File: config.mk
export PLATFORM = sky130hd
export DESIGN_NAME = sbt_tap
export DESIGN_NICKNAME = d
export VERILOG_FILES = /design/src/common/sbt_pkg.sv /design/src/hw/sbt_tap.sv
export VERILOG_INCLUDE_DIRS = /design/src /design/src/common
export SDC_FILE = /design/constraint.sdc
export NUM_CORES = 1
export LEC_CHECK = 0
export BUFFER_PORTS_ARGS = -buffer_cell sky130_fd_sc_hd__buf_2
export CAP_MARGIN = 20
export CORE_ASPECT_RATIO = 1.4
export CORE_UTILIZATION = 45
export DETAILED_ROUTE_END_ITERATION = 10
export PLACE_DENSITY = 0.74
export RECOVER_POWER = 100
export SLEW_MARGIN = 30
export SYNTH_ARGS = -nofsm -noshare
export SYNTH_HDL_FRONTEND = slang
export SYNTH_SLANG_ARGS = --single-unit
File: constraint.sdc
create_clock -name clk_in -period 11.7 [get_ports clk_in]
set_input_delay 2.34 -clock clk_in [delete_from_list [all_inputs] [get_ports clk_in]]
set_output_delay 2.34 -clock clk_in [all_outputs]
set_load 0.01 [all_outputs]
File: src/common/sbt_params.svh
// Constants of the SRAM boundary-scan test port
`ifndef SBT_PARAMS_SVH
`define SBT_PARAMS_SVH
`define SBT_IR_W 3
`define SBT_IR_EXTEST 3'h0
`define SBT_IR_IDCODE 3'h1
`define SBT_IR_SAMPLE_Z 3'h2
`define SBT_IR_SAMPLE 3'h4
`define SBT_IR_BYPASS 3'h7
`define SBT_IR_CAPTURE 3'h1
`define SBT_Q_W 18
`define SBT_BSR_LEN 109
`define SBT_CTRL_BIT 48
`define SBT_CQ_BIT 18
`define SBT_CQN_BIT 19
`define SBT_ID_W 32
`define SBT_SYNC_RST 2'h0
`endif

File: src/common/sbt_pkg.sv
// Types of the SRAM boundary-scan test port
`include "sbt_params.svh"
package sbt_pkg;
  typedef enum logic [3:0] {
    TLR, RTI, SEL_DR, CAP_DR, SH_DR, EX1_DR, PAU_DR, EX2_DR, UPD_DR,
    SEL_IR, CAP_IR, SH_IR, EX1_IR, PAU_IR, EX2_IR, UPD_IR
  } sbt_tap_e;

  // One value for each output pad group: read data and both echo clocks
  typedef struct packed {
    logic [`SBT_Q_W-1:0] q;
    logic cq;
    logic cqn;
  } sbt_pads_s;
endpackage

File: src/hw/sbt_tap.sv
// Boundary-scan test access port of a DDR SRAM, sampled on the system clock
//
// Contract
// - Instruction codes: 000 extest, 001 idcode, 010 sample-z, 100 sample, 111 bypass.
// - Sample-z floats read data and echo clocks and captures pad values.
// - Output control comes from boundary register bit 48.
// - Control bit latches only in Update-DR under extest or sample.
// - Extest drives update data on echo clocks; on read data only if control is 1.
// - Idcode, sample and bypass leave normal SRAM output on the pins.
// - Extest and sample-z capture pad levels of echo clocks and read data.
// - Sample captures internal echo clocks; read data internal when reading, else pad.
// - Idcode is the instruction after reset and in Test-Logic-Reset.
// - Bypass puts the one-bit bypass register between TDI and TDO in Shift-DR.
`timescale 1ns/1ps
`include "sbt_params.svh"
module sbt_tap #(
  parameter int BSR_LEN = `SBT_BSR_LEN,
  parameter logic [`SBT_ID_W-1:0] ID_VALUE = 32'h0000_0001 // Arbitrary identity value
) (
  input wire logic clk_in,
  input wire logic rst_b_in,
  input wire logic tck_in,
  input wire logic tms_in,
  input wire logic tdi_in,
  output logic tdo_out,
  output logic tdo_oe_out,
  input wire sbt_pkg::sbt_pads_s sram_out_in,
  input wire logic sram_read_in,
  input wire sbt_pkg::sbt_pads_s pad_in,
  output sbt_pkg::sbt_pads_s pad_out,
  output logic q_oe_out,
  output logic echo_oe_out,
  output logic [`SBT_IR_W-1:0] instr_out
);

  localparam int PW = `SBT_Q_W + 2;

  logic [1:0] rst_sync_ff;
  logic rst_b;
  logic [2:0] pin_s1_ff;
  logic [2:0] pin_s2_ff;
  logic tck_prev_ff;
  logic tck_rise;
  logic tck_fall;
  logic tms;
  logic tdi;
  sbt_pkg::sbt_pads_s pad_s1_ff;
  sbt_pkg::sbt_pads_s pad_s2_ff;
  sbt_pkg::sbt_tap_e state_ff;
  sbt_pkg::sbt_tap_e nxt_state;
  logic [`SBT_IR_W-1:0] ir_shift_ff;
  logic [`SBT_IR_W-1:0] ir_ff;
  logic bypass_ff;
  logic [`SBT_ID_W-1:0] id_ff;
  logic [BSR_LEN-1:0] bsr_ff;
  logic [BSR_LEN-1:0] upd_ff;
  logic [BSR_LEN-1:0] bsr_cap;
  logic tdo_ff;
  logic tdo_oe_ff;
  logic serial_out;
  logic is_extest;
  logic is_samplez;
  logic is_sample;
  logic is_idcode;
  sbt_pkg::sbt_pads_s cap_src;
  sbt_pkg::sbt_pads_s upd_pads;
  sbt_pkg::sbt_pads_s pad_ff;
  logic q_oe_ff;
  logic echo_oe_ff;

  ////////////////////////////////////////////////////////////////////////////
  // Reset release and pin synchronisers

  // Reset asserts at once but releases through two flops
  always_ff @(posedge clk_in or negedge rst_b_in) begin
    if (!rst_b_in) begin
      rst_sync_ff <= `SBT_SYNC_RST;
    end else begin
      rst_sync_ff <= {rst_sync_ff[0], 1'b1};
    end
  end
  assign rst_b = rst_sync_ff[1];

  // TCK, TMS, TDI and pads come from another domain; two flops before use
  always_ff @(posedge clk_in or negedge rst_b) begin
    if (!rst_b) begin
      pin_s1_ff <= 3'h0;
      pin_s2_ff <= 3'h0;
      tck_prev_ff <= 1'b0;
      pad_s1_ff <= '0;
      pad_s2_ff <= '0;
    end else begin
      pin_s1_ff <= {tck_in, tms_in, tdi_in};
      pin_s2_ff <= pin_s1_ff;
      tck_prev_ff <= pin_s2_ff[2];
      pad_s1_ff <= pad_in;
      pad_s2_ff <= pad_s1_ff;
    end
  end

  // A clock held low (unused port) gives no edges and leaves the TAP idle
  assign tck_rise = pin_s2_ff[2] && !tck_prev_ff;
  assign tck_fall = !pin_s2_ff[2] && tck_prev_ff;
  assign tms = pin_s2_ff[1];
  assign tdi = pin_s2_ff[0];

  ////////////////////////////////////////////////////////////////////////////
  // TAP controller

  // Standard sixteen-state walk, TMS taken at the rising test clock
  always_comb begin
    nxt_state = state_ff;
    case (state_ff)
      sbt_pkg::TLR: nxt_state = tms ? sbt_pkg::TLR : sbt_pkg::RTI;
      sbt_pkg::RTI: nxt_state = tms ? sbt_pkg::SEL_DR : sbt_pkg::RTI;
      sbt_pkg::SEL_DR: nxt_state = tms ? sbt_pkg::SEL_IR : sbt_pkg::CAP_DR;
      sbt_pkg::CAP_DR: nxt_state = tms ? sbt_pkg::EX1_DR : sbt_pkg::SH_DR;
      sbt_pkg::SH_DR: nxt_state = tms ? sbt_pkg::EX1_DR : sbt_pkg::SH_DR;
      sbt_pkg::EX1_DR: nxt_state = tms ? sbt_pkg::UPD_DR : sbt_pkg::PAU_DR;
      sbt_pkg::PAU_DR: nxt_state = tms ? sbt_pkg::EX2_DR : sbt_pkg::PAU_DR;
      sbt_pkg::EX2_DR: nxt_state = tms ? sbt_pkg::UPD_DR : sbt_pkg::SH_DR;
      sbt_pkg::UPD_DR: nxt_state = tms ? sbt_pkg::SEL_DR : sbt_pkg::RTI;
      sbt_pkg::SEL_IR: nxt_state = tms ? sbt_pkg::TLR : sbt_pkg::CAP_IR;
      sbt_pkg::CAP_IR: nxt_state = tms ? sbt_pkg::EX1_IR : sbt_pkg::SH_IR;
      sbt_pkg::SH_IR: nxt_state = tms ? sbt_pkg::EX1_IR : sbt_pkg::SH_IR;
      sbt_pkg::EX1_IR: nxt_state = tms ? sbt_pkg::UPD_IR : sbt_pkg::PAU_IR;
      sbt_pkg::PAU_IR: nxt_state = tms ? sbt_pkg::EX2_IR : sbt_pkg::PAU_IR;
      sbt_pkg::EX2_IR: nxt_state = tms ? sbt_pkg::UPD_IR : sbt_pkg::SH_IR;
      sbt_pkg::UPD_IR: nxt_state = tms ? sbt_pkg::SEL_DR : sbt_pkg::RTI;
      default: nxt_state = sbt_pkg::TLR;
    endcase
  end

  always_ff @(posedge clk_in or negedge rst_b) begin
    if (!rst_b) begin
      state_ff <= sbt_pkg::TLR;
    end else if (tck_rise) begin
      state_ff <= nxt_state;
    end
  end

  ////////////////////////////////////////////////////////////////////////////
  // Instruction register

  always_ff @(posedge clk_in or negedge rst_b) begin
    if (!rst_b) begin
      ir_shift_ff <= `SBT_IR_CAPTURE;
      ir_ff <= `SBT_IR_IDCODE;
    end else if (tck_rise) begin
      case (state_ff)
        sbt_pkg::TLR: ir_ff <= `SBT_IR_IDCODE;
        sbt_pkg::CAP_IR: ir_shift_ff <= `SBT_IR_CAPTURE;
        sbt_pkg::SH_IR: ir_shift_ff <= {tdi, ir_shift_ff[`SBT_IR_W-1:1]};
        sbt_pkg::UPD_IR: ir_ff <= ir_shift_ff;
        default: ir_ff <= ir_ff;
      endcase
    end
  end

  // Reserved codes are not expected; they fall to bypass behaviour
  assign is_extest = (ir_ff == `SBT_IR_EXTEST);
  assign is_idcode = (ir_ff == `SBT_IR_IDCODE);
  assign is_samplez = (ir_ff == `SBT_IR_SAMPLE_Z);
  assign is_sample = (ir_ff == `SBT_IR_SAMPLE);
  assign instr_out = ir_ff;

  ////////////////////////////////////////////////////////////////////////////
  // Data registers

  // Capture source of the output cells depends on instruction and SRAM state
  always_comb begin
    cap_src = pad_s2_ff;
    if (is_sample) begin
      cap_src.cq = sram_out_in.cq;
      cap_src.cqn = sram_out_in.cqn;
      cap_src.q = sram_read_in ? sram_out_in.q : pad_s2_ff.q;
    end
  end

  // Output cells take the chosen source; other cells keep their value
  always_comb begin
    bsr_cap = bsr_ff;
    bsr_cap[PW-1:0] = {cap_src.cqn, cap_src.cq, cap_src.q};
  end

  always_ff @(posedge clk_in or negedge rst_b) begin
    if (!rst_b) begin
      bypass_ff <= 1'b0;
      id_ff <= '0;
      bsr_ff <= '0;
    end else if (tck_rise) begin
      case (state_ff)
        sbt_pkg::CAP_DR: begin
          bypass_ff <= 1'b0;
          id_ff <= ID_VALUE;
          bsr_ff <= bsr_cap;
        end
        sbt_pkg::SH_DR: begin
          bypass_ff <= tdi;
          if (is_idcode) begin
            id_ff <= {tdi, id_ff[`SBT_ID_W-1:1]};
          end
          if (is_extest || is_sample || is_samplez) begin
            bsr_ff <= {tdi, bsr_ff[BSR_LEN-1:1]};
          end
        end
        default: bypass_ff <= bypass_ff;
      endcase
    end
  end

  // Update stage, control bit included, loads only under extest or sample
  always_ff @(posedge clk_in or negedge rst_b) begin
    if (!rst_b) begin
      upd_ff <= '0;
    end else if (tck_rise && state_ff == sbt_pkg::UPD_DR && (is_extest || is_sample)) begin
      upd_ff <= bsr_ff;
    end
  end

  ////////////////////////////////////////////////////////////////////////////
  // Test data out

  // Serial source follows the instruction; unknown codes act as bypass
  always_comb begin
    serial_out = bypass_ff;
    if (state_ff == sbt_pkg::SH_IR) begin
      serial_out = ir_shift_ff[0];
    end else if (is_idcode) begin
      serial_out = id_ff[0];
    end else if (is_extest || is_sample || is_samplez) begin
      serial_out = bsr_ff[0];
    end
  end

  // TDO moves only on the falling test clock, giving the far end half a period
  always_ff @(posedge clk_in or negedge rst_b) begin
    if (!rst_b) begin
      tdo_ff <= 1'b0;
      tdo_oe_ff <= 1'b0;
    end else if (tck_fall) begin
      tdo_ff <= serial_out;
      tdo_oe_ff <= (state_ff == sbt_pkg::SH_DR) || (state_ff == sbt_pkg::SH_IR);
    end
  end
  assign tdo_out = tdo_ff;
  assign tdo_oe_out = tdo_oe_ff;

  ////////////////////////////////////////////////////////////////////////////
  // Output pad control

  assign upd_pads.q = upd_ff[`SBT_Q_W-1:0];
  assign upd_pads.cq = upd_ff[`SBT_CQ_BIT];
  assign upd_pads.cqn = upd_ff[`SBT_CQN_BIT];

  // Registered pad drive; costs one system clock of latency on the SRAM path
  always_ff @(posedge clk_in or negedge rst_b) begin
    if (!rst_b) begin
      pad_ff <= '0;
      q_oe_ff <= 1'b0;
      echo_oe_ff <= 1'b0;
    end else if (is_extest) begin
      pad_ff <= upd_pads;
      echo_oe_ff <= 1'b1;
      q_oe_ff <= upd_ff[`SBT_CTRL_BIT];
    end else if (is_samplez) begin
      pad_ff <= sram_out_in;
      echo_oe_ff <= 1'b0;
      q_oe_ff <= 1'b0;
    end else begin
      pad_ff <= sram_out_in;
      echo_oe_ff <= 1'b1;
      q_oe_ff <= sram_read_in;
    end
  end
  assign pad_out = pad_ff;
  assign q_oe_out = q_oe_ff;
  assign echo_oe_out = echo_oe_ff;

endmodule

==> impl_metrics.tcl <==
set metrics [dict create \
    netlist-cell-type-count 50 \
    finalWorstSetupSlack_ns 5.93 \
    intPower_mw 1.47 \
    synthTopCellsByArea "dfrtp_1 66%, nand2_1 13%, mux2_2 4.7%" \
    tritoncts "done" \
    fp.dieH_um 172 \
    p_total_mw 1.97 \
    track_usage_pct 16.8 \
    yosysWarningCount 0 \
    final_cell_mix "314 x nand2_1, 244 x dfrtp_1, 56 x clkbuf_1" \
    setup-violations-final 0 \
    relSlewSlack_pct -165 \
    fin_crit_ns 5.77 \
    final_core_util_pct 52.5 \
    power.share.sequential_pct 50.5 \
    via_per_inst 5.13 \
    power_leakage_nw 5.26 \
    syn-num-nets 868 \
    place_area_um2 9780 \
    ir_drop_mv 0.0967 \
    power_switching_mw 0.500 \
    wire_per_inst_um 14.8 \
    fp-row-count 61 \
    finalCritPeriodShare_pct 49.3 \
    synthCells 822 \
    clkTransAtPathRegs_ns 0.07 \
    clock-root-buffer "clkbuf_16" \
    worstPathCellList "nor4b_1 > and3_1 > clkbuf_1 > nand2_1 > nand2_1" \
    numPortBuffers 72 \
    cp.arrival_ns 6.21 \
    vias 5899 \
    drc 0 \
    status "complete, but fails checks" \
    post-place-ws_ns 7.79 \
    slew_violations 254 \
    synth_top_area_share_pct 65.9 \
    place.gp.congestion 0.773 \
    numCtsBuffers 24 \
    clkPwrFrac_pct 39.2 \
    power_switching_share_pct 25.4 \
    netlist_area_um2 9260 \
    clock_sinks 246 \
    fp.dieW_um 123 \
    critPathLaunchType "flip-flop" \
    min_path_type "reg2reg" \
    fin_tns_setup_ns 0 \
    violations "max-capacitance violations, max-slew violations" \
    crit_type "reg2reg" \
    clock_latency_ns 0.50 \
    endpoint_kind "flip-flop" \
    drt_iter0_drc 513 \
    diodes 0 \
    cts_resized 0 \
    power.density_nw_per_um2 188 \
    pwr-share-comb_pct 10.3 \
    ios 73 \
    grt-ovfl-total 0 \
    worst-path-max-fanout 89 \
    crit_path_max_incr_delay_ns 2.60 \
    synth-async-reset-ratio_pct 100 \
    area_growth_pct 13.4 \
    grt_max_degree 90 \
    ys_ff_latch 246 \
    fin_worst_skew_ns 0.00978 \
    crit_slowest_cell "clkbuf_1" \
    core-area_um2 20000 \
    ys.flop_type "dfrtp_1" \
    tightestPinTransition_ns 3.97 \
    maxCapViolCount 4 \
    ctsHtreeMaxLevel 1 \
    synth_edf_count 0 \
    start_util_pct 46.3 \
    cts_buffer_depth 3 \
    antenna_left 0 \
    cts_setup_buffers 0 \
    die-area_um2 21200 \
    syn_avg_cell_area_um2 11.3 \
    layout_commonest_cell "nand2_1" \
    first_pass_iters 5 \
    hold_viol 0 \
    design_area_um2 10500 \
    synth_area_leader_cell "dfrtp_1" \
    layout-drive-gt1-share_pct 12.7 \
    hpwlAfterDp_mm 10.3 \
    worstPathRequired_ns 12.13 \
    crit_top_cell "nand2_1" \
    grt_first_pass_wirelength_mm 28.6 \
    rsz0062_at_grt "false" \
    max_freq_mhz 173 \
    grt_pass1_vias 5859 \
    totalWireLength_mm 17.0 \
    holdBufCountCts 0 \
    antenna_found_initial 0 \
    ys_seq_area_share_pct 66.5 \
    fin_nets 925 \
]
==> power by group through the flow <==
stage               Clock, mW  Sequential, mW  Combinational (mW)
global route            0.823            1.01               0.228
CTS                     0.792           0.995               0.213
floorplan                   0           0.989               0.161
finish                  0.772           0.995               0.202
detailed placement          0            1.01               0.211
global placement            0            1.01               0.202
==> cell type report <==
cell class | instances | area, um2
sequential | 246 | 6160
inverter | 10 | 37.5
timing repair buffer | 81 | 368
clock inverter | 12 | 123
fill | 1743 | 9500
multi-input combinational | 516 | 2810
tap | 252 | 315
clock buffer | 32 | 682
==> metal layers <==
layer	vias to the layer above	GRT usage (%)	share of wire [%]	routed length (um)
met3	25	2.32	4.0	682
met1	2934	22.4	46	7810
met2	101	28.3	48	8170
met4	0	5.03	2.0	346
met5	-	0	0	0
li1	2839	-	-	-
==> logic make-up (layout without fill, tap and decap cells) <==
| logic type | Yosys count | in the layout | synth area share, % |
|---|---|---|---|
| xor+xnor | 1 | 1 | 0.0946 |
| compound gates | 114 | 114 | 9.38 |
| flops | 246 | 246 | 66.5 |
| mux | 39 | 39 | 4.74 |
| other cells | 1 | 1 | 0.0405 |
| simple gates | 360 | 360 | 15.9 |
| fa+ha+maj | 1 | 1 | 0.108 |
| buf+inv | 60 | 135 | 3.24 |
==> cells in the mapped netlist, drive strengths merged, types with 10 or more instances <==
| cell | count |
|---|---|
| nand2 | 314 |
| dfrtp | 244 |
| mux2 | 39 |
| a22o | 34 |
| a21oi | 29 |
| buf | 25 |
| clkbuf | 25 |
| a221o | 18 |
| nor2 | 11 |
| inv | 10 |
| o21ai | 10 |
==> registers in the layout, indices dropped and copies added, names as in the netlist, 4 cells and up <==
name       count
pad_out       20
upd_ff        21
pad_s1_ff     20
bsr_ff       109
state_ff       4
id_ff         32
pad_s2_ff     20
==> per-stage QoR <==
stage | hold WS (ns) | std cells
4_1_cts | 0.347 | 1148
2_1_floorplan | 0.331 | 822
6_report | 0.344 | 1149
3_5_place_dp | 0.335 | 1104
3_3_place_gp | 0.333 | 1102
5_1_grt | 0.352 | 1149
==> critical path, delay by kind of cell, from the launching register on <==
kind                   cells  cell delay (ns)
buffers and inverters      1             2.60
DFF                        1             0.59
and+or+nand+nor            4             2.45
==> final timing paths <==
path                                          startpoint                      end  slack (ns)  cells past startpoint
max in group asynchronous       rst_sync_ff[1]$_DFF_PN0_  pad_s1_ff[17]$_DFF_PN0_        6.55                      1
worst min-delay path             pad_s1_ff[17]$_DFF_PN0_  pad_s2_ff[17]$_DFF_PN0_        0.34                      0
worst max register to register   state_ff[0]$_DFFE_PN0P_   bsr_ff[43]$_DFFE_PN0P_        5.93                      5
worst min register to register   pad_s1_ff[17]$_DFF_PN0_  pad_s2_ff[17]$_DFF_PN0_        0.34                      0
min in group asynchronous       rst_sync_ff[1]$_DFF_PN0_   pin_s1_ff[2]$_DFF_PN0_        0.67                      0
worst max-delay path             state_ff[0]$_DFFE_PN0P_   bsr_ff[43]$_DFFE_PN0P_        5.93                      5
(Power assumes the default switching activity.)
